`src/hdl/pmbcs_pkg.sv`:
```
// Shared constants for the PLL mode control and base clock selector block.
package pmbcs_pkg;

  // Register bus geometry.
  localparam int unsigned ADDR_W = 8;
  localparam int unsigned DATA_W = 32;

  // Byte addresses of the three registers.
  localparam logic [7:0] CTRL_OFFSET = 8'h00;
  localparam logic [7:0] BW_OFFSET   = 8'h04;
  localparam logic [7:0] PROG_OFFSET = 8'h08;

  // Register selector codes produced by the address decoder.
  localparam logic [1:0] SEL_NONE = 2'h0;
  localparam logic [1:0] SEL_CTRL = 2'h1;
  localparam logic [1:0] SEL_BW   = 2'h2;
  localparam logic [1:0] SEL_PROG = 2'h3;

  // Control register field positions.
  localparam int unsigned CTRL_IE_BIT   = 7;
  localparam int unsigned CTRL_FLAG_BIT = 6;
  localparam int unsigned CTRL_LE_BIT   = 5;
  localparam int unsigned CTRL_BCS_BIT  = 4;
  localparam logic [3:0]  CTRL_LOW_READ = 4'hF;

  // Bandwidth control register field positions.
  localparam int unsigned BW_AUTO_BIT = 7;
  localparam int unsigned BW_LOCK_BIT = 6;
  localparam int unsigned BW_TRK_BIT  = 5;

  // Programming register field positions.
  localparam int unsigned PROG_N_MSB = 7;
  localparam int unsigned PROG_N_LSB = 4;
  localparam int unsigned PROG_L_MSB = 3;
  localparam int unsigned PROG_L_LSB = 0;

  // Values after reset.
  localparam logic       RST_IE   = 1'b0;
  localparam logic       RST_LE   = 1'b1;
  localparam logic       RST_BCS  = 1'b0;
  localparam logic       RST_AUTO = 1'b0;
  localparam logic       RST_TRK  = 1'b0;
  localparam logic [7:0] RST_PROG = 8'h00;

  // Positions of the sampled outside signals in the synchroniser vector.
  localparam int unsigned SYN_XTAL  = 0;
  localparam int unsigned SYN_VCO   = 1;
  localparam int unsigned SYN_LOCK  = 2;
  localparam int unsigned SYN_TRACK = 3;
  localparam int unsigned SYN_W     = 4;

  // Source edges that the transition control waits for on each clock.
  localparam logic [1:0] SWITCH_EDGES = 2'h3;

  // Bus responses.
  localparam logic [1:0] RESP_OKAY   = 2'h0;
  localparam logic [1:0] RESP_SLVERR = 2'h2;

  // Clock switch states.
  typedef enum logic {
    PMBCS_SW_RUN,
    PMBCS_SW_WAIT
  } pmbcs_sw_state_e;

endpackage

```
`src/hdl/pmbcs_clk_switch.sv`:
```
// Glitch-free base clock switch with transition wait and divide by two.
`timescale 1ns/1ns
module pmbcs_clk_switch (
  input  wire logic core_clk,
  input  wire logic nrst,
  input  wire logic xtal_rise,
  input  wire logic vco_rise,
  input  wire logic select_vco,
  output logic      base_clock_out
);

  pmbcs_pkg::pmbcs_sw_state_e state_reg;  // Running or waiting for edges.
  logic                       active_reg; // Source now driving the output.
  logic [1:0]                 xcnt_reg;   // Crystal edges seen in the wait.
  logic [1:0]                 vcnt_reg;   // VCO edges seen in the wait.

  // Rising edge of whichever source currently drives the divider.
  wire src_rise  = active_reg ? vco_rise : xtal_rise;
  // The wait ends once both sources have shown the required edges.
  wire wait_done = (xcnt_reg == pmbcs_pkg::SWITCH_EDGES) &&
                   (vcnt_reg == pmbcs_pkg::SWITCH_EDGES);

  // Transition control and output divider.  The VCO is never deselected
  // with the loop off, so its edges keep arriving during a wait.
  always_ff @(posedge core_clk or negedge nrst) begin
    if (!nrst) begin
      state_reg      <= pmbcs_pkg::PMBCS_SW_RUN;
      active_reg     <= 1'b0;
      xcnt_reg       <= 2'h0;
      vcnt_reg       <= 2'h0;
      base_clock_out <= 1'b0;
    end else begin
      case (state_reg)
        pmbcs_pkg::PMBCS_SW_RUN: begin
          if (select_vco != active_reg) begin
            state_reg <= pmbcs_pkg::PMBCS_SW_WAIT;
            xcnt_reg  <= 2'h0;
            vcnt_reg  <= 2'h0;
          end else if (src_rise) begin
            base_clock_out <= ~base_clock_out;
          end
        end
        pmbcs_pkg::PMBCS_SW_WAIT: begin
          if (xtal_rise && (xcnt_reg != pmbcs_pkg::SWITCH_EDGES)) begin
            xcnt_reg <= xcnt_reg + 2'h1;
          end
          if (vco_rise && (vcnt_reg != pmbcs_pkg::SWITCH_EDGES)) begin
            vcnt_reg <= vcnt_reg + 2'h1;
          end
          if (wait_done) begin
            active_reg <= select_vco;
            state_reg  <= pmbcs_pkg::PMBCS_SW_RUN;
          end
        end
        default: begin
          state_reg <= pmbcs_pkg::PMBCS_SW_RUN;
        end
      endcase
    end
  end

endmodule

```
`src/hdl/pmbcs_top.sv`:
```
// PLL mode control, lock indication and base clock selection with AXI4-Lite.
//
// Summary of operation
// - Acquisition mode reads tracking select clear.
// - Tracking whenever not acquiring or bit set.
// - Hardware control lets lock detector switch modes.
// - Auto: tracking bit read-only, follows tracking tolerance.
// - Auto: lock bit read-only, follows lock tolerance.
// - Enabled interrupt requested on each lock toggle.
// - Manual: tracking select writable, chooses filter.
// - Manual: lock indicator and interrupts disabled.
// - Feedback clock is VCO divided by N.
// - Program register: N high nibble, L low.
// - N of zero behaves as one.
// - L zero disables loop, forces crystal.
// - Switch waits three edges each, output static.
// - Switch output divided by two, even duty.
// - Select bit clear crystal, set VCO.
// - No VCO with loop off; no off with VCO.
// - Loop enable and select change need separate writes.
// - Program register ignores writes while loop enabled.
// - Reading control register clears lock change flag.
// - Reset sets loop enable.
// - Reset and stop clear base clock select.
//
// Decided for this implementation: the register offsets and the AXI4-Lite interface to the registers.
`timescale 1ns/1ns
module pmbcs_top (
  input  wire logic        core_clk,
  input  wire logic        nrst,
  // AXI4-Lite write address channel.
  input  wire logic [7:0]  s_axi_awaddr,
  input  wire logic        s_axi_awvalid,
  output logic             s_axi_awready,
  // AXI4-Lite write data channel.
  input  wire logic [31:0] s_axi_wdata,
  input  wire logic [3:0]  s_axi_wstrb,
  input  wire logic        s_axi_wvalid,
  output logic             s_axi_wready,
  // AXI4-Lite write response channel.
  output logic [1:0]       s_axi_bresp,
  output logic             s_axi_bvalid,
  input  wire logic        s_axi_bready,
  // AXI4-Lite read address channel.
  input  wire logic [7:0]  s_axi_araddr,
  input  wire logic        s_axi_arvalid,
  output logic             s_axi_arready,
  // AXI4-Lite read data channel.
  output logic [31:0]      s_axi_rdata,
  output logic [1:0]       s_axi_rresp,
  output logic             s_axi_rvalid,
  input  wire logic        s_axi_rready,
  // Clock pins and behavioural analog indications.
  input  wire logic        crystal_clock,
  input  wire logic        vco_clock,
  input  wire logic        vco_in_lock,
  input  wire logic        vco_in_track,
  input  wire logic        stop_req,
  // Clock outputs and analog controls.
  output logic             base_clock_out,
  output logic             final_reference_clock,
  output logic             vco_feedback_clock,
  output logic             loop_active,
  output logic             tracking_mode,
  output logic             lock_change_irq
);

  // Map a byte address onto one of the three registers, or none.
  function automatic logic [1:0] decode_sel(input logic [7:0] addr);
    logic [1:0] sel;
    sel = pmbcs_pkg::SEL_NONE;
    if (addr == pmbcs_pkg::CTRL_OFFSET) begin
      sel = pmbcs_pkg::SEL_CTRL;
    end else if (addr == pmbcs_pkg::BW_OFFSET) begin
      sel = pmbcs_pkg::SEL_BW;
    end else if (addr == pmbcs_pkg::PROG_OFFSET) begin
      sel = pmbcs_pkg::SEL_PROG;
    end
    return sel;
  endfunction

  // Synchroniser stages for everything arriving from outside the domain.
  logic [pmbcs_pkg::SYN_W-1:0] sync1_reg;  // First stage, read by stage two.
  logic [pmbcs_pkg::SYN_W-1:0] sync2_reg;  // Second stage, safe to use.
  logic [pmbcs_pkg::SYN_W-1:0] prev_reg;   // Delayed copy for edge finding.

  // Bus slave state.
  logic        aw_held_reg;   // Write address captured, not yet used.
  logic        w_held_reg;    // Write data captured, not yet used.
  logic [7:0]  awaddr_q_reg;  // Captured write address.
  logic [31:0] wdata_q_reg;   // Captured write data.
  logic        wstrb0_q_reg;  // Captured strobe of the only live byte lane.
  logic        awready_reg;   // Registered write address ready.
  logic        wready_reg;    // Registered write data ready.
  logic        bvalid_reg;    // Write response pending.
  logic [1:0]  bresp_reg;     // Write response code.
  logic        arready_reg;   // Registered read address ready.
  logic        rvalid_reg;    // Read data pending.
  logic [31:0] rdata_reg;     // Read data.
  logic [1:0]  rresp_reg;     // Read response code.

  // Register file bits.
  logic        ie_reg;        // Lock change interrupt enable.
  logic        flag_reg;      // Lock change flag.
  logic        le_reg;        // Loop enable.
  logic        bcs_reg;       // Base clock select.
  logic        auto_reg;      // Hardware bandwidth control.
  logic        lock_reg;      // Lock indicator.
  logic        trk_reg;       // Tracking select.
  logic [7:0]  prog_reg;      // Feedback and range multipliers.

  // Feedback divider and output flops.
  logic [3:0]  fb_cnt_reg;    // VCO edges within one feedback period.
  logic        fb_reg;        // Feedback clock level.
  logic        ref_reg;       // Buffered reference clock.
  logic        loop_reg;      // Loop really running.
  logic        trkmode_reg;   // Filter in tracking mode.
  logic        irq_reg;       // Interrupt request.

  // Edges of the sampled clocks and the current analog indications.
  wire xtal_rise = sync2_reg[pmbcs_pkg::SYN_XTAL] &
                   ~prev_reg[pmbcs_pkg::SYN_XTAL];
  wire vco_rise  = sync2_reg[pmbcs_pkg::SYN_VCO] &
                   ~prev_reg[pmbcs_pkg::SYN_VCO];
  wire in_lock   = sync2_reg[pmbcs_pkg::SYN_LOCK];
  wire in_track  = sync2_reg[pmbcs_pkg::SYN_TRACK];

  // Bus handshakes and decode.  A write is done only when both halves
  // are held and no response is waiting, so readys fall one cycle later.
  wire       aw_take  = s_axi_awvalid & awready_reg;
  wire       w_take   = s_axi_wvalid & wready_reg;
  wire       ar_take  = s_axi_arvalid & arready_reg;
  wire       do_write = aw_held_reg & w_held_reg & ~bvalid_reg;
  wire [1:0] wsel     = decode_sel(awaddr_q_reg);
  wire [1:0] rsel     = decode_sel(s_axi_araddr);
  wire       wr_ok    = do_write & wstrb0_q_reg;
  wire       ctrl_wr  = wr_ok & (wsel == pmbcs_pkg::SEL_CTRL);
  wire       bw_wr    = wr_ok & (wsel == pmbcs_pkg::SEL_BW);
  wire       prog_wr  = wr_ok & (wsel == pmbcs_pkg::SEL_PROG);
  wire       ctrl_rd  = ar_take & (rsel == pmbcs_pkg::SEL_CTRL);
  wire [7:0] wd       = wdata_q_reg[7:0];

  // Next state of the bus slave.
  wire aw_held_next = aw_take | (aw_held_reg & ~do_write);
  wire w_held_next  = w_take | (w_held_reg & ~do_write);
  wire bvalid_next  = do_write | (bvalid_reg & ~s_axi_bready);
  wire rvalid_next  = ar_take | (rvalid_reg & ~s_axi_rready);
  wire [1:0] bresp_next = (wsel == pmbcs_pkg::SEL_NONE) ?
                          pmbcs_pkg::RESP_SLVERR : pmbcs_pkg::RESP_OKAY;
  wire [1:0] rresp_next = (rsel == pmbcs_pkg::SEL_NONE) ?
                          pmbcs_pkg::RESP_SLVERR : pmbcs_pkg::RESP_OKAY;

  // Programmed multipliers.
  // N high nibble, L low
  wire [3:0] mul_n = prog_reg[pmbcs_pkg::PROG_N_MSB:pmbcs_pkg::PROG_N_LSB];
  wire [3:0] mul_l = prog_reg[pmbcs_pkg::PROG_L_MSB:pmbcs_pkg::PROG_L_LSB];
  wire [3:0] n_eff = (mul_n == 4'h0) ? 4'h1 : mul_n;
  wire       l_nz  = (mul_l != 4'h0);

  // Interrupt enable is only writable, and only reads set, in auto mode.
  wire ie_next = auto_reg & (ctrl_wr ? wd[pmbcs_pkg::CTRL_IE_BIT] : ie_reg);

  wire wd_le      = wd[pmbcs_pkg::CTRL_LE_BIT];
  wire le_next    = (ctrl_wr & ~bcs_reg) ? wd_le : le_reg;
  wire le_req_chg = ctrl_wr & (wd_le != le_reg);
  wire bcs_wr     = (ctrl_wr & ~le_req_chg) ?
                    wd[pmbcs_pkg::CTRL_BCS_BIT] : bcs_reg;
  // zero L forces crystal; stop clears select
  wire bcs_next   = bcs_wr & le_reg & le_next & l_nz & ~stop_req;

  // lock follows detector in auto; disabled in manual
  wire lock_next  = auto_reg & in_lock;
  wire lock_tgl   = auto_reg & (lock_next != lock_reg);
  // toggle sets flag; read clears, set wins
  wire flag_next  = auto_reg & (lock_tgl | (flag_reg & ~ctrl_rd));
  wire auto_next  = bw_wr ? wd[pmbcs_pkg::BW_AUTO_BIT] : auto_reg;
  // auto: tracking follows detector; manual: software
  wire trk_next   = auto_reg ? in_track :
                    (bw_wr ? wd[pmbcs_pkg::BW_TRK_BIT] : trk_reg);
  wire [7:0] prog_next = (prog_wr & ~le_reg) ? wd : prog_reg;

  wire loop_next  = le_next & l_nz;

  wire       fb_wrap     = (fb_cnt_reg >= (n_eff - 4'h1));
  wire [3:0] fb_cnt_next = ~loop_reg ? 4'h0 :
                           (vco_rise ? (fb_wrap ? 4'h0 :
                           fb_cnt_reg + 4'h1) : fb_cnt_reg);
  wire [3:0] fb_half     = 4'((5'(n_eff) + 5'h01) >> 1);
  wire       fb_next     = ~loop_reg ? 1'b0 :
                           ((n_eff == 4'h1) ?
                           sync2_reg[pmbcs_pkg::SYN_VCO] :
                           (fb_cnt_next < fb_half));

  // Read data; unused control bits read as ones, others as zeros.
  wire [7:0] ctrl_view = {ie_reg, flag_reg, le_reg, bcs_reg,
                          pmbcs_pkg::CTRL_LOW_READ};
  wire [7:0] bw_view   = {auto_reg, lock_reg, trk_reg, 5'h00};
  wire [7:0] rd_byte   = (rsel == pmbcs_pkg::SEL_CTRL) ? ctrl_view :
                         (rsel == pmbcs_pkg::SEL_BW)   ? bw_view   :
                         (rsel == pmbcs_pkg::SEL_PROG) ? prog_reg  :
                         8'h00;

  // Two flops before any logic looks at the clock, lock and track pins, plus an edge stage.
  always_ff @(posedge core_clk or negedge nrst) begin
    if (!nrst) begin
      sync1_reg <= 4'h0;
      sync2_reg <= 4'h0;
      prev_reg  <= 4'h0;
    end else begin
      sync1_reg <= {vco_in_track, vco_in_lock, vco_clock, crystal_clock};
      sync2_reg <= sync1_reg;
      prev_reg  <= sync2_reg;
    end
  end

  // Write channel handshakes, held flags and the write response.
  always_ff @(posedge core_clk or negedge nrst) begin
    if (!nrst) begin
      aw_held_reg  <= 1'b0;
      w_held_reg   <= 1'b0;
      awready_reg  <= 1'b0;
      wready_reg   <= 1'b0;
      bvalid_reg   <= 1'b0;
      bresp_reg    <= 2'h0;
    end else begin
      aw_held_reg  <= aw_held_next;
      w_held_reg   <= w_held_next;
      awready_reg  <= ~aw_held_next;
      wready_reg   <= ~w_held_next;
      bvalid_reg   <= bvalid_next;
      if (do_write) begin
        bresp_reg <= bresp_next;
      end
    end
  end

  // Payload capture has no reset need beyond a defined start value.
  always_ff @(posedge core_clk or negedge nrst) begin
    if (!nrst) begin
      awaddr_q_reg <= 8'h00;
      wdata_q_reg  <= 32'h00000000;
      wstrb0_q_reg <= 1'b0;
    end else begin
      if (aw_take) begin
        awaddr_q_reg <= s_axi_awaddr;
      end
      if (w_take) begin
        wdata_q_reg  <= s_axi_wdata;
        wstrb0_q_reg <= s_axi_wstrb[0];
      end
    end
  end

  // Read channel: data is sampled in the address cycle, so a read of the
  // control register and the flag clear refer to the same moment.
  always_ff @(posedge core_clk or negedge nrst) begin
    if (!nrst) begin
      arready_reg <= 1'b0;
      rvalid_reg  <= 1'b0;
      rdata_reg   <= 32'h00000000;
      rresp_reg   <= 2'h0;
    end else begin
      arready_reg <= ~rvalid_next;
      rvalid_reg  <= rvalid_next;
      if (ar_take) begin
        rdata_reg <= {24'h000000, rd_byte};
        rresp_reg <= rresp_next;
      end
    end
  end

  // Control, status and programming registers.
  always_ff @(posedge core_clk or negedge nrst) begin
    if (!nrst) begin
      ie_reg   <= pmbcs_pkg::RST_IE;
      flag_reg <= 1'b0;
      le_reg   <= pmbcs_pkg::RST_LE;
      bcs_reg  <= pmbcs_pkg::RST_BCS;
      auto_reg <= pmbcs_pkg::RST_AUTO;
      lock_reg <= 1'b0;
      trk_reg  <= pmbcs_pkg::RST_TRK;
      prog_reg <= pmbcs_pkg::RST_PROG;
    end else begin
      ie_reg   <= ie_next;
      flag_reg <= flag_next;
      le_reg   <= le_next;
      bcs_reg  <= bcs_next;
      auto_reg <= auto_next;
      lock_reg <= lock_next;
      trk_reg  <= trk_next;
      prog_reg <= prog_next;
    end
  end

  // Feedback divider, reference buffer and analog control outputs.
  always_ff @(posedge core_clk or negedge nrst) begin
    if (!nrst) begin
      fb_cnt_reg  <= 4'h0;
      fb_reg      <= 1'b0;
      ref_reg     <= 1'b0;
      loop_reg    <= 1'b0;
      trkmode_reg <= 1'b0;
      irq_reg     <= 1'b0;
    end else begin
      fb_cnt_reg  <= fb_cnt_next;
      fb_reg      <= fb_next;
      ref_reg     <= sync2_reg[pmbcs_pkg::SYN_XTAL];
      loop_reg    <= loop_next;
      // tracking when bit set; auto by detector
      trkmode_reg <= trk_next;
      irq_reg     <= flag_next & ie_next;
    end
  end

  // The switch sees the select bit only after its loop and range checks.
  pmbcs_clk_switch u_switch (
    .core_clk       (core_clk),
    .nrst           (nrst),
    .xtal_rise      (xtal_rise),
    .vco_rise       (vco_rise),
    .select_vco     (bcs_reg),
    .base_clock_out (base_clock_out)
  );

  // Bus and pin outputs, each straight from a flop.
  assign s_axi_awready         = awready_reg;
  assign s_axi_wready          = wready_reg;
  assign s_axi_bvalid          = bvalid_reg;
  assign s_axi_bresp           = bresp_reg;
  assign s_axi_arready         = arready_reg;
  assign s_axi_rvalid          = rvalid_reg;
  assign s_axi_rdata           = rdata_reg;
  assign s_axi_rresp           = rresp_reg;
  assign final_reference_clock = ref_reg;
  assign vco_feedback_clock    = fb_reg;
  assign loop_active           = loop_reg;
  assign tracking_mode         = trkmode_reg;
  assign lock_change_irq       = irq_reg;

endmodule

```
`config.mk`:
```
export PLATFORM = sky130hd
export DESIGN_NAME = pmbcs_top
export DESIGN_NICKNAME = d
export VERILOG_FILES = /design/src/hdl/pmbcs_pkg.sv /design/src/hdl/pmbcs_clk_switch.sv /design/src/hdl/pmbcs_top.sv
export SDC_FILE = /design/constraint.sdc
export NUM_CORES = 1
export LEC_CHECK = 0
export BUFFER_PORTS_ARGS = -buffer_cell sky130_fd_sc_hd__buf_4
export CORE_MARGIN = 2
export CORE_UTILIZATION = 25
export CTS_CLUSTER_SIZE = 30
export DETAILED_ROUTE_END_ITERATION = 16
export PLACE_DENSITY = 0.5
export SLEW_MARGIN = 20
export SYNTH_ARGS = -nofsm -noshare
export SYNTH_HDL_FRONTEND = slang
export SYNTH_HIERARCHICAL = 1
export SYNTH_SLANG_ARGS = --single-unit
```
`constraint.sdc`:
```
create_clock -name core_clk -period 2.8 [get_ports core_clk]
set_clock_uncertainty 0.1 [all_clocks]
set_input_delay 0.56 -clock core_clk [delete_from_list [all_inputs] [get_ports core_clk]]
set_output_delay 0.56 -clock core_clk [all_outputs]
set_load 0.02 [all_outputs]
```
==> results of run 1 <==
[layout make-up]
type	instances	area, sq um
Clock inverter	5	106
Clock buffer	9	225
Fill cell	1381	9190
Inverter	13	48.8
Timing Repair Buffer	73	561
Multi-Input combinational cell	209	1540
Tap cell	180	225
Sequential cell	73	1830
[cell usage after synthesis, types with 2 or more instances]
cell	number
xor2_1	6
dfrtp_1	72
nor4_1	4
nand2_1	25
or2_2	2
and2_1	2
nand4b_1	2
mux2_2	30
nand4_1	5
inv_1	13
a21oi_1	6
xnor2_1	4
a31oi_1	2
and3b_1	2
nand2b_1	5
a22o_1	4
ha_1	13
o21ai_0	11
nand3_1	6
o31ai_1	6
nor2b_1	9
buf_4	26
mux2i_1	7
nor3_1	4
clkbuf_1	8
nor2_1	14
[metal layers]
layer	routed length, um	up-vias	track usage (%)
met1	2900	1140	12.5
met5	0	-	0
met2	3480	60	16.5
met4	135	0	4.60
met3	288	11	2.48
li1	-	1153	-
[through the flow]
stage	instance area, sq um	std cells	TNS [ns]	hold slack, ns	worst slack (ns)
6_report	4530	562	-0.0305	0.135	-0.0305
5_1_grt	4530	562	-0.210	0.161	-0.210
4_1_cts	4490	561	-0.130	0.158	-0.130
3_5_place_dp	4090	540	-0.219	0.236	-0.219
3_3_place_gp	4090	540	-0.187	0.234	-0.187
2_1_floorplan	3610	329	0	0.164	0.00248
[worst register-to-register path: cells and delay by family, from the launching register on]
family	cells	cell delay, ns
buffers and inverters	1	0.03
xor gates and xnor gates	1	0.12
AOI/OAI and AO/OA	5	0.81
adders and majority gates	3	0.71
and+or+nand+nor	4	0.59
DFF	1	0.38
[worst max-delay path by stage]
| stage | to | cells past startpoint | slack (ns) | start |
|---|---|---|---|---|
| after floorplan | vco_feedback_clock | 15 | 0.002 | prog_reg[6] |
| after global placement | vco_feedback_clock | 14 | -0.19 | prog_reg[6] |
| after detailed placement | vco_feedback_clock | 14 | -0.22 | prog_reg[6] |
| after CTS | vco_feedback_clock | 14 | -0.13 | prog_reg[6] |
| after global routing | vco_feedback_clock | 14 | -0.21 | prog_reg[6] |
| final | vco_feedback_clock | 14 | -0.03 | prog_reg[6] |
[repair_timing]
action	CTS	global route
gates cloned	0	0
buffers inserted	7	1
hold buffers	0	0
pin swaps	7	6
resized for setup	4	5
endpoints found under the setup margin	1	1
[cell families after synthesis]
kind of cell	Yosys count	share of synthesized area (%)
and+or+nand+nor	88	14.0
DFF	73	52.6
buffers and inverters	47	7.88
muxes	37	11.7
AOI/OAI and AO/OA	35	6.51
adders and majority gates	13	4.68
xor gates and xnor gates	10	2.52
other	1	0.108
[power by group through the flow]
stage                     sequential [W]  clock, W  combinational, W
after floorplan                  0.00147         0          0.000492
final                            0.00144   0.00128          0.000789
after global routing             0.00148   0.00136          0.000879
after global placement           0.00146         0          0.000732
after CTS                        0.00145   0.00131          0.000785
after detailed placement         0.00147         0          0.000754
==> flow_summary.json, run 1 <==
{
  "num_io_pins": 111,
  "cts_made_buffers": 9,
  "wl_mm": 6.81,
  "yosysUniqueCellTypes": 42,
  "htree_levels": 3,
  "fin_nets": 456,
  "status": "complete, but fails checks",
  "synth_cells": 304,
  "grt_max_degree": 74,
  "slowest_delay_ns": 0.38,
  "reg2reg_slack_ns": -0.03,
  "cp_max_fo": 3,
  "total_power_w": 0.00351,
  "swShare_pct": 27.9,
  "syn_area_per_cell_sq_um": 11.4,
  "fin_ws_ns": -0.0305,
  "clkPwrFrac_pct": 36.4,
  "hpwl_mm": 5.05,
  "cts.clk_slew.worst_paths_ns": 0.06,
  "dr.pass1.iters": 4,
  "drc_errors": 0,
  "path_common_cell": "o21ai_2",
  "row_count": 43,
  "yosys-top-cells-area": "dfrtp_1 52%, mux2_2 9.7%, buf_4 5.6%, ha_1 4.7%, nand2_1 2.7%",
  "fin_crit_ns": 2.83,
  "max_slew_margin_pct": 57.2,
  "start_util_pct": 25.4,
  "post-route-util_pct": 33.0,
  "synth_top_area_cell": "dfrtp_1",
  "slowest_stage": "dfrtp_1",
  "worst_setup_path_end_kind": "flop",
  "postRouteAntennaNets": 0,
  "ys_ff_latch": 73,
  "rsz0062_at_grt": "true",
  "io_buffers": 57,
  "worstMarginPinSlew_ns": 0.637,
  "p_leak_nw": 2.16,
  "antenna_found_initial": 0,
  "cts_tree": "built",
  "drt_iter0_markers": 111,
  "core-area_sq_um": 13700,
  "ys_seq_area_share_pct": 52.6,
  "power.switching_w": 0.000979,
  "power_density_nw_per_um2": 774,
  "syn_area_sq_um": 3480,
  "place_congestion": 0.728,
  "fin_crit_sh_pct": 101,
  "final_cell_mix": "72 x dfrtp_1, 72 x buf_4, 30 x mux2_2, 26 x conb_1, 25 x nand2_1",
  "critical_path_required_ns": 2.95,
  "fmax_ghz": 0.353,
  "drive_above_1_share_pct": 35.6,
  "cts_num_sinks": 73,
  "via_count": 2364,
  "cp-start-kind": "flop",
  "die_h_um": 122,
  "synth_edf_count": 0,
  "viasPerCell": 4.21,
  "clk_latency_ns": 0.33,
  "finalHoldViolations": 0,
  "violations": "negative setup slack",
  "r2r_cells": 14,
  "cap_violations": 0,
  "slew_violations": 0,
  "comb_power_share_pct": 22.5,
  "hold_class": "in2async",
  "crit_chain": "nor3_2 > or2_4 > inv_2 > ha_2 > xnor2_1 > ha_1 > a21o_1 > a31oi_4 > o21ai_2 > nor2_2 > ha_4 > a211oi_4 > nand4b_1 > o21ai_2",
  "grt_first_pass_wirelength_mm": 11.6,
  "grt_pass1_vias": 2376,
  "p_seq_share_pct": 41.1,
  "p_int_w": 0.00253,
  "dieArea_sq_um": 14900,
  "critical_path_arrival_ns": 2.98,
  "setup_viol": 1,
  "crit_type": "reg2reg",
  "die_x_um": 122,
  "clk_path_buf_depth": 2,
  "r2r-start": "prog_reg[6]",
  "synthArstFlopShare_pct": 100,
  "grt_overflow": 0,
  "routedWlPerCell_um": 12.1,
  "synth_top_area_share_pct": 51.8,
  "diodes": 0,
  "synthFlopType": "dfrtp_1",
  "path_buf_inv": 1,
  "cpLargestDelayFamily": "compound AO/OA/AOI/OAI gates",
  "synth_warnings": 6,
  "clockRootBuffer": "clkbuf_16",
  "syn_to_final_growth_pct": 30.3,
  "r2r-end": "vco_feedback_clock",
  "ir_worst_vdd_v": 0.000497,
  "grt_usage_pct": 10.1
}
No activity file was read; power rests on OpenSTA's default activity.
==> run 2, diff against run 1 <==
--- a/config.mk
+++ b/config.mk
@@ -10,7 +10,7 @@
 export CORE_UTILIZATION = 25
 export CTS_CLUSTER_SIZE = 30
 export DETAILED_ROUTE_END_ITERATION = 16
-export PLACE_DENSITY = 0.5
+export PLACE_DENSITY = 0.48
 export SLEW_MARGIN = 20
 export SYNTH_ARGS = -nofsm -noshare
 export SYNTH_HDL_FRONTEND = slang
==> flow_summary.json, run 2 (synthesis results as in run 1) <==
{
  "dr.pass1.iters": 4,
  "cts_num_sinks": 73,
  "power.switching_w": 0.000994,
  "grt_usage_pct": 10.2,
  "status": "complete, but fails checks",
  "fillers": 1384,
  "antenna_found_initial": 0,
  "postRouteAntennaNets": 0,
  "post-route-util_pct": 33.0,
  "routedWlPerCell_um": 12.6,
  "final_cell_mix": "72 x dfrtp_1, 68 x buf_4, 30 x mux2_2, 26 x conb_1, 25 x nand2_1",
  "num_io_pins": 111,
  "max_slew_margin_pct": 58.9,
  "clk_path_buf_depth": 2,
  "ir_worst_vdd_v": 0.000337,
  "p_seq_share_pct": 41.1,
  "critical_path_arrival_ns": 3.05,
  "htree_levels": 3,
  "violations": "negative setup slack",
  "swShare_pct": 28.3,
  "drt_iter0_markers": 65,
  "core-area_sq_um": 13700,
  "io_buffers": 57,
  "cp_max_fo": 3,
  "fin_ws_ns": -0.0956,
  "power_density_nw_per_um2": 775,
  "grt_pass1_vias": 2260,
  "grt_first_pass_wirelength_mm": 11.6,
  "cp-start-kind": "flop",
  "cap_violations": 0,
  "fin_nets": 452,
  "final_area_sq_um": 4530,
  "crit_type": "reg2reg",
  "grt_max_degree": 74,
  "final_common_cell": "dfrtp_1",
  "hpwl_mm": 5.06,
  "die_h_um": 122,
  "place_congestion": 0.751,
  "fin_crit_ns": 2.90,
  "setup_viol": 1,
  "grt_overflow": 0,
  "post_dp_cell_area_sq_um": 4090,
  "dieArea_sq_um": 14900,
  "slew_violations": 0,
  "cts.clk_slew.worst_paths_ns": 0.06,
  "row_count": 43,
  "wl_mm": 7.08,
  "clockRootBuffer": "clkbuf_16",
  "worst_setup_path_end_kind": "flop",
  "drive_above_1_share_pct": 35.5,
  "fin_crit_sh_pct": 103,
  "comb_power_share_pct": 22.2,
  "p_int_w": 0.00252,
  "clkPwrFrac_pct": 36.7,
  "hold_class": "in2async",
  "fmax_ghz": 0.345,
  "cts_made_buffers": 9,
  "finalHoldViolations": 0,
  "viasPerCell": 4.16,
  "cts_tree": "built",
  "diodes": 0,
  "clk_latency_ns": 0.33,
  "start_util_pct": 25.4,
  "worstMarginPinSlew_ns": 0.611,
  "die_x_um": 122,
  "via_count": 2331,
  "syn_to_final_growth_pct": 30.3,
  "rsz0062_at_grt": "true",
  "drc_errors": 0,
  "critical_path_required_ns": 2.95,
  "p_leak_nw": 2.15
}
[run 2: cell count changes in the layout (fill, tap and decap cells not counted), sizes merged]
| cell | change |
|---|---|
| buf | -4 |
| clkinv | +1 |
| bufinv | -1 |
| clkinvlp | -1 |
| clkbuf | +3 |
[run 2: final timing paths]
check,to,depth (start not counted),start,slack [ns]
hold / removal,s_axi_rvalid,2,nrst,0.12
setup / recovery,vco_feedback_clock,14,prog_reg[6],-0.1
hold reg to reg,sync2_reg[0],0,sync1_reg[0],0.24
setup reg to reg,vco_feedback_clock,14,prog_reg[6],-0.1
min in group core_clk,sync1_reg[3],1,vco_in_track,0.23
max in group asynchronous,le_reg,2,nrst,2.11
[run 2: layer usage]
metal	global-route usage, %	share of wire [%]
met5	0	0
met4	5.03	2.1
met3	2.53	4.2
met2	16.0	49
met1	13.0	44
[run 2: critical path, cell delays in order, from the launching register on]
cell and delay (ns):
dfrtp_1 0.38, nor3_2 0.18, or2_4 0.14, inv_2 0.04, ha_4 0.15, xnor2_2 0.12, ha_1 0.29, a21o_1 0.19
a31oi_4 0.19, o21ai_2 0.11, nor2_4 0.13, ha_4 0.22, a211oi_4 0.27, nand4b_1 0.14, o21ai_2 0.15
[run 2: power by group through the flow]
stage                     logic (W)  registers, W  clock network [W]
after detailed placement   0.000751       0.00146                  0
after CTS                  0.000792       0.00145            0.00133
after floorplan            0.000492       0.00147                  0
after global routing       0.000867       0.00148            0.00137
after global placement     0.000735       0.00146                  0
final                      0.000779       0.00144            0.00129
[run 2: metrics by stage]
step	instances	worst slack (ns)	setup TNS (ns)	hold slack [ns]	total power, W
after floorplan	329	0.00248	0	0.164	0.00197
after global placement	540	-0.192	-0.192	0.234	0.00219
after detailed placement	540	-0.236	-0.236	0.235	0.00222
after CTS	559	-0.118	-0.118	0.152	0.00357
after global routing	560	-0.252	-0.252	0.161	0.00371
final	560	-0.0956	-0.0956	0.124	0.00351
[run 2: repair_timing]
| item | in CTS | in global routing |
|---|---|---|
| gates resized for setup | 7 | 5 |
| hold buffers | 0 | 0 |
| buffers inserted | 3 | 1 |
| endpoints found under the setup margin | 1 | 1 |
| pin swaps | 4 | 3 |
[run 2: final cells by class]
| cell class | instances | area [sq um] | area share (%) |
|---|---|---|---|
| sequential | 73 | 1830 | 40.3 |
| multi-input combinational | 209 | 1560 | 34.4 |
| timing repair buffer | 69 | 531 | 11.7 |
| clock buffer | 12 | 267 | 5.88 |
| tap | 180 | 225 | 4.97 |
| clock inverter | 4 | 73.8 | 1.63 |
| inverter | 13 | 48.8 | 1.08 |
==> run 3, diff against run 2 <==
--- a/config.mk
+++ b/config.mk
@@ -8,11 +8,11 @@
 export BUFFER_PORTS_ARGS = -buffer_cell sky130_fd_sc_hd__buf_4
 export CORE_MARGIN = 2
 export CORE_UTILIZATION = 25
+export CTS_BUF_LIST = sky130_fd_sc_hd__clkbuf_16
 export CTS_CLUSTER_SIZE = 30
 export DETAILED_ROUTE_END_ITERATION = 16
 export PLACE_DENSITY = 0.48
 export SLEW_MARGIN = 20
 export SYNTH_ARGS = -nofsm -noshare
 export SYNTH_HDL_FRONTEND = slang
-export SYNTH_HIERARCHICAL = 1
 export SYNTH_SLANG_ARGS = --single-unit
==> flow_summary.json, run 3 <==
{
  "multi_input_area_sq_um": 1470,
  "hpwl_mm": 4.85,
  "worst_setup_path_end_kind": "flop",
  "die_h_um": 121,
  "synth_cells": 293,
  "reg2reg_slack_ns": -0.1,
  "max_slew_margin_pct": 38.5,
  "rsz0062_at_grt": "true",
  "clk_path_buf_depth": 2,
  "dr.pass1.iters": 4,
  "seq_area_sq_um": 1830,
  "fin_crit_ns": 2.90,
  "syn_area_sq_um": 3410,
  "grt_usage_pct": 9.73,
  "antenna_found_initial": 0,
  "synth_top_area_cell": "dfrtp_1",
  "fin_crit_sh_pct": 104,
  "status": "complete, but fails checks",
  "critical_path_arrival_ns": 3.01,
  "synth_edf_count": 0,
  "grt_pass1_vias": 2291,
  "min_to": "sync1_reg[3]",
  "drive_above_1_share_pct": 34.6,
  "hold_class": "in2reg",
  "critical_path_required_ns": 2.91,
  "setup_viol": 1,
  "total_power_w": 0.00326,
  "place_congestion": 0.730,
  "worst_hold_path.num_cells": 1,
  "diodes": 0,
  "post_dp_cell_area_sq_um": 4010,
  "yosysUniqueCellTypes": 41,
  "cap_violations": 0,
  "num_io_pins": 111,
  "synth_simple_gate_area_share_pct": 11.7,
  "htree_levels": 3,
  "wl_mm": 6.60,
  "row_count": 42,
  "final_cell_mix": "72 x dfrtp_1, 66 x buf_4, 29 x mux2_2, 26 x conb_1, 24 x nand2_1",
  "r2r-start": "prog_reg[5]",
  "synth_top_area_share_pct": 52.9,
  "synth_top_family_by_area": "multiplexers",
  "synthMuxAreaShare_pct": 11.9,
  "finalHoldViolations": 0,
  "power_density_nw_per_um2": 751,
  "cp_max_fo": 3,
  "synthArstFlopShare_pct": 100,
  "cts_num_sinks": 73,
  "grt_first_pass_wirelength_mm": 11.2,
  "fmax_ghz": 0.345,
  "syn_area_per_cell_sq_um": 11.6,
  "viasPerCell": 4.12,
  "cts.clk_slew.worst_paths_ns": 0.05,
  "violations": "negative setup slack",
  "io_buffers": 57,
  "start_util_pct": 25.6,
  "ys_seq_area_share_pct": 53.6,
  "routedWlPerCell_um": 12.1,
  "worstMarginPinSlew_ns": 0.922,
  "final_common_cell": "dfrtp_1",
  "fin_cells": 543,
  "grt_overflow": 0,
  "fin_tns_setup_ns": -0.0993,
  "fin_ws_ns": -0.0993,
  "placed_cells": 526,
  "synthXorXnorAreaFrac_pct": 2.57,
  "fin_nets": 440,
  "dp_slack_ns": -0.166,
  "synth_fa_ha_area_share_pct": 4.77,
  "fillers": 1353,
  "ys_ff_latch": 73,
  "clk_latency_ns": 0.33,
  "final_area_sq_um": 4340,
  "cts_tree": "built",
  "cts-hold-fix-buffers": 0,
  "r2r_cells": 15,
  "clockRootBuffer": "clkbuf_16",
  "postRouteAntennaNets": 0,
  "slew_violations": 0,
  "via_count": 2237,
  "cts_made_buffers": 9,
  "r2r-end": "vco_feedback_clock",
  "core-area_sq_um": 13300,
  "synthFlopType": "dfrtp_1",
  "ir_worst_vdd_v": 0.000529,
  "drt_iter0_markers": 107,
  "synth_compound_area_share_pct": 7.38,
  "p_leak_nw": 2.08,
  "grt_max_degree": 74,
  "synth_commonest_cells": "72 x dfrtp_1, 29 x mux2_2, 26 x buf_4",
  "cp-start-kind": "flop",
  "die_x_um": 121,
  "drc_errors": 0,
  "dieArea_sq_um": 14600,
  "crit_type": "reg2reg",
  "yosys-top-cells-area": "dfrtp_1 53%, mux2_2 9.6%, buf_4 5.7%, ha_1 4.8%, o21ai_0 2.9%",
  "synth_warnings": 0,
  "syn_to_final_growth_pct": 27.3,
  "synth_most_common_cell": "dfrtp_1",
  "hp-start": "vco_in_track"
}
[run 3: changes by cell type after synthesis, moves of 3 or more]
cell,previous run,this run
o21ai_0,11,20
o31ai_1,6,1
nor2b_1,9,5
a22o_1,4,7
nand4_1,5,2
nor2_1,14,11
[run 3: metal layers]
layer	vias up	share of wire, %	track usage, %
met4	0	1.6	3.92
met2	65	47	15.1
met5	-	0	0
li1	1104	-	-
met3	10	4.5	2.55
met1	1058	47	12.9
[run 3: worst max-delay path by stage]
stage	cells past startpoint	from	slack, ns	endpoint
floorplan	15	prog_reg[6]	-0.01	vco_feedback_clock
finish	15	prog_reg[5]	-0.1	vco_feedback_clock
CTS	15	prog_reg[6]	-0.10	vco_feedback_clock
global route	15	prog_reg[5]	-0.28	vco_feedback_clock
detailed placement	14	prog_reg[6]	-0.17	vco_feedback_clock
global placement	14	prog_reg[6]	-0.14	vco_feedback_clock
[run 3: cells by family after synthesis]
group | after synthesis
simple gates | 73
flops | 73
xor+xnor | 10
mux | 37
buf+inv | 46
compound gates | 40
fa+ha+maj | 13
other cells | 1
[run 3: metrics by stage]
step | hold WS (ns) | util, %
after floorplan | 0.164 | -
after global placement | 0.235 | 30.2
after detailed placement | 0.236 | 30.2
after CTS | 0.228 | 32.5
after global routing | 0.223 | 32.6
final | 0.237 | 32.6
[run 3: timing repair]
action | CTS | global route
buffers inserted | 1 | 1
resized for setup | 7 | 2
setup endpoints to repair | 1 | 1
pin swaps | 4 | 11
[run 3: worst max-delay path, stage by stage (launching register included)]
cell     delay (ns)
dfrtp_1        0.38
nor3_2         0.18
or2_4          0.15
inv_2          0.04
ha_4           0.14
xnor2_1        0.12
ha_1           0.31
nand2_1        0.07
o21ai_2        0.20
a21oi_2        0.09
o21ai_2        0.23
a21oi_2        0.07
ha_1           0.29
o211a_1        0.13
o21ai_1        0.06
a32o_2         0.23
[run 3: final cells by class]
| type | count | area share [%] |
|---|---|---|
| inverters | 14 | 1.21 |
| repair buffers | 66 | 11.4 |
| flip-flops and latches | 73 | 42.1 |
| clock inverters | 6 | 1.18 |
| clock buffers | 9 | 5.19 |
| multi-input cells | 199 | 33.8 |
| well taps | 176 | 5.07 |
[run 3: power breakdown]
group | internal [W] | switching, W
clock network | 0.000671 | 0.000408
logic | 0.000373 | 0.000392
registers | 0.00127 | 0.000148
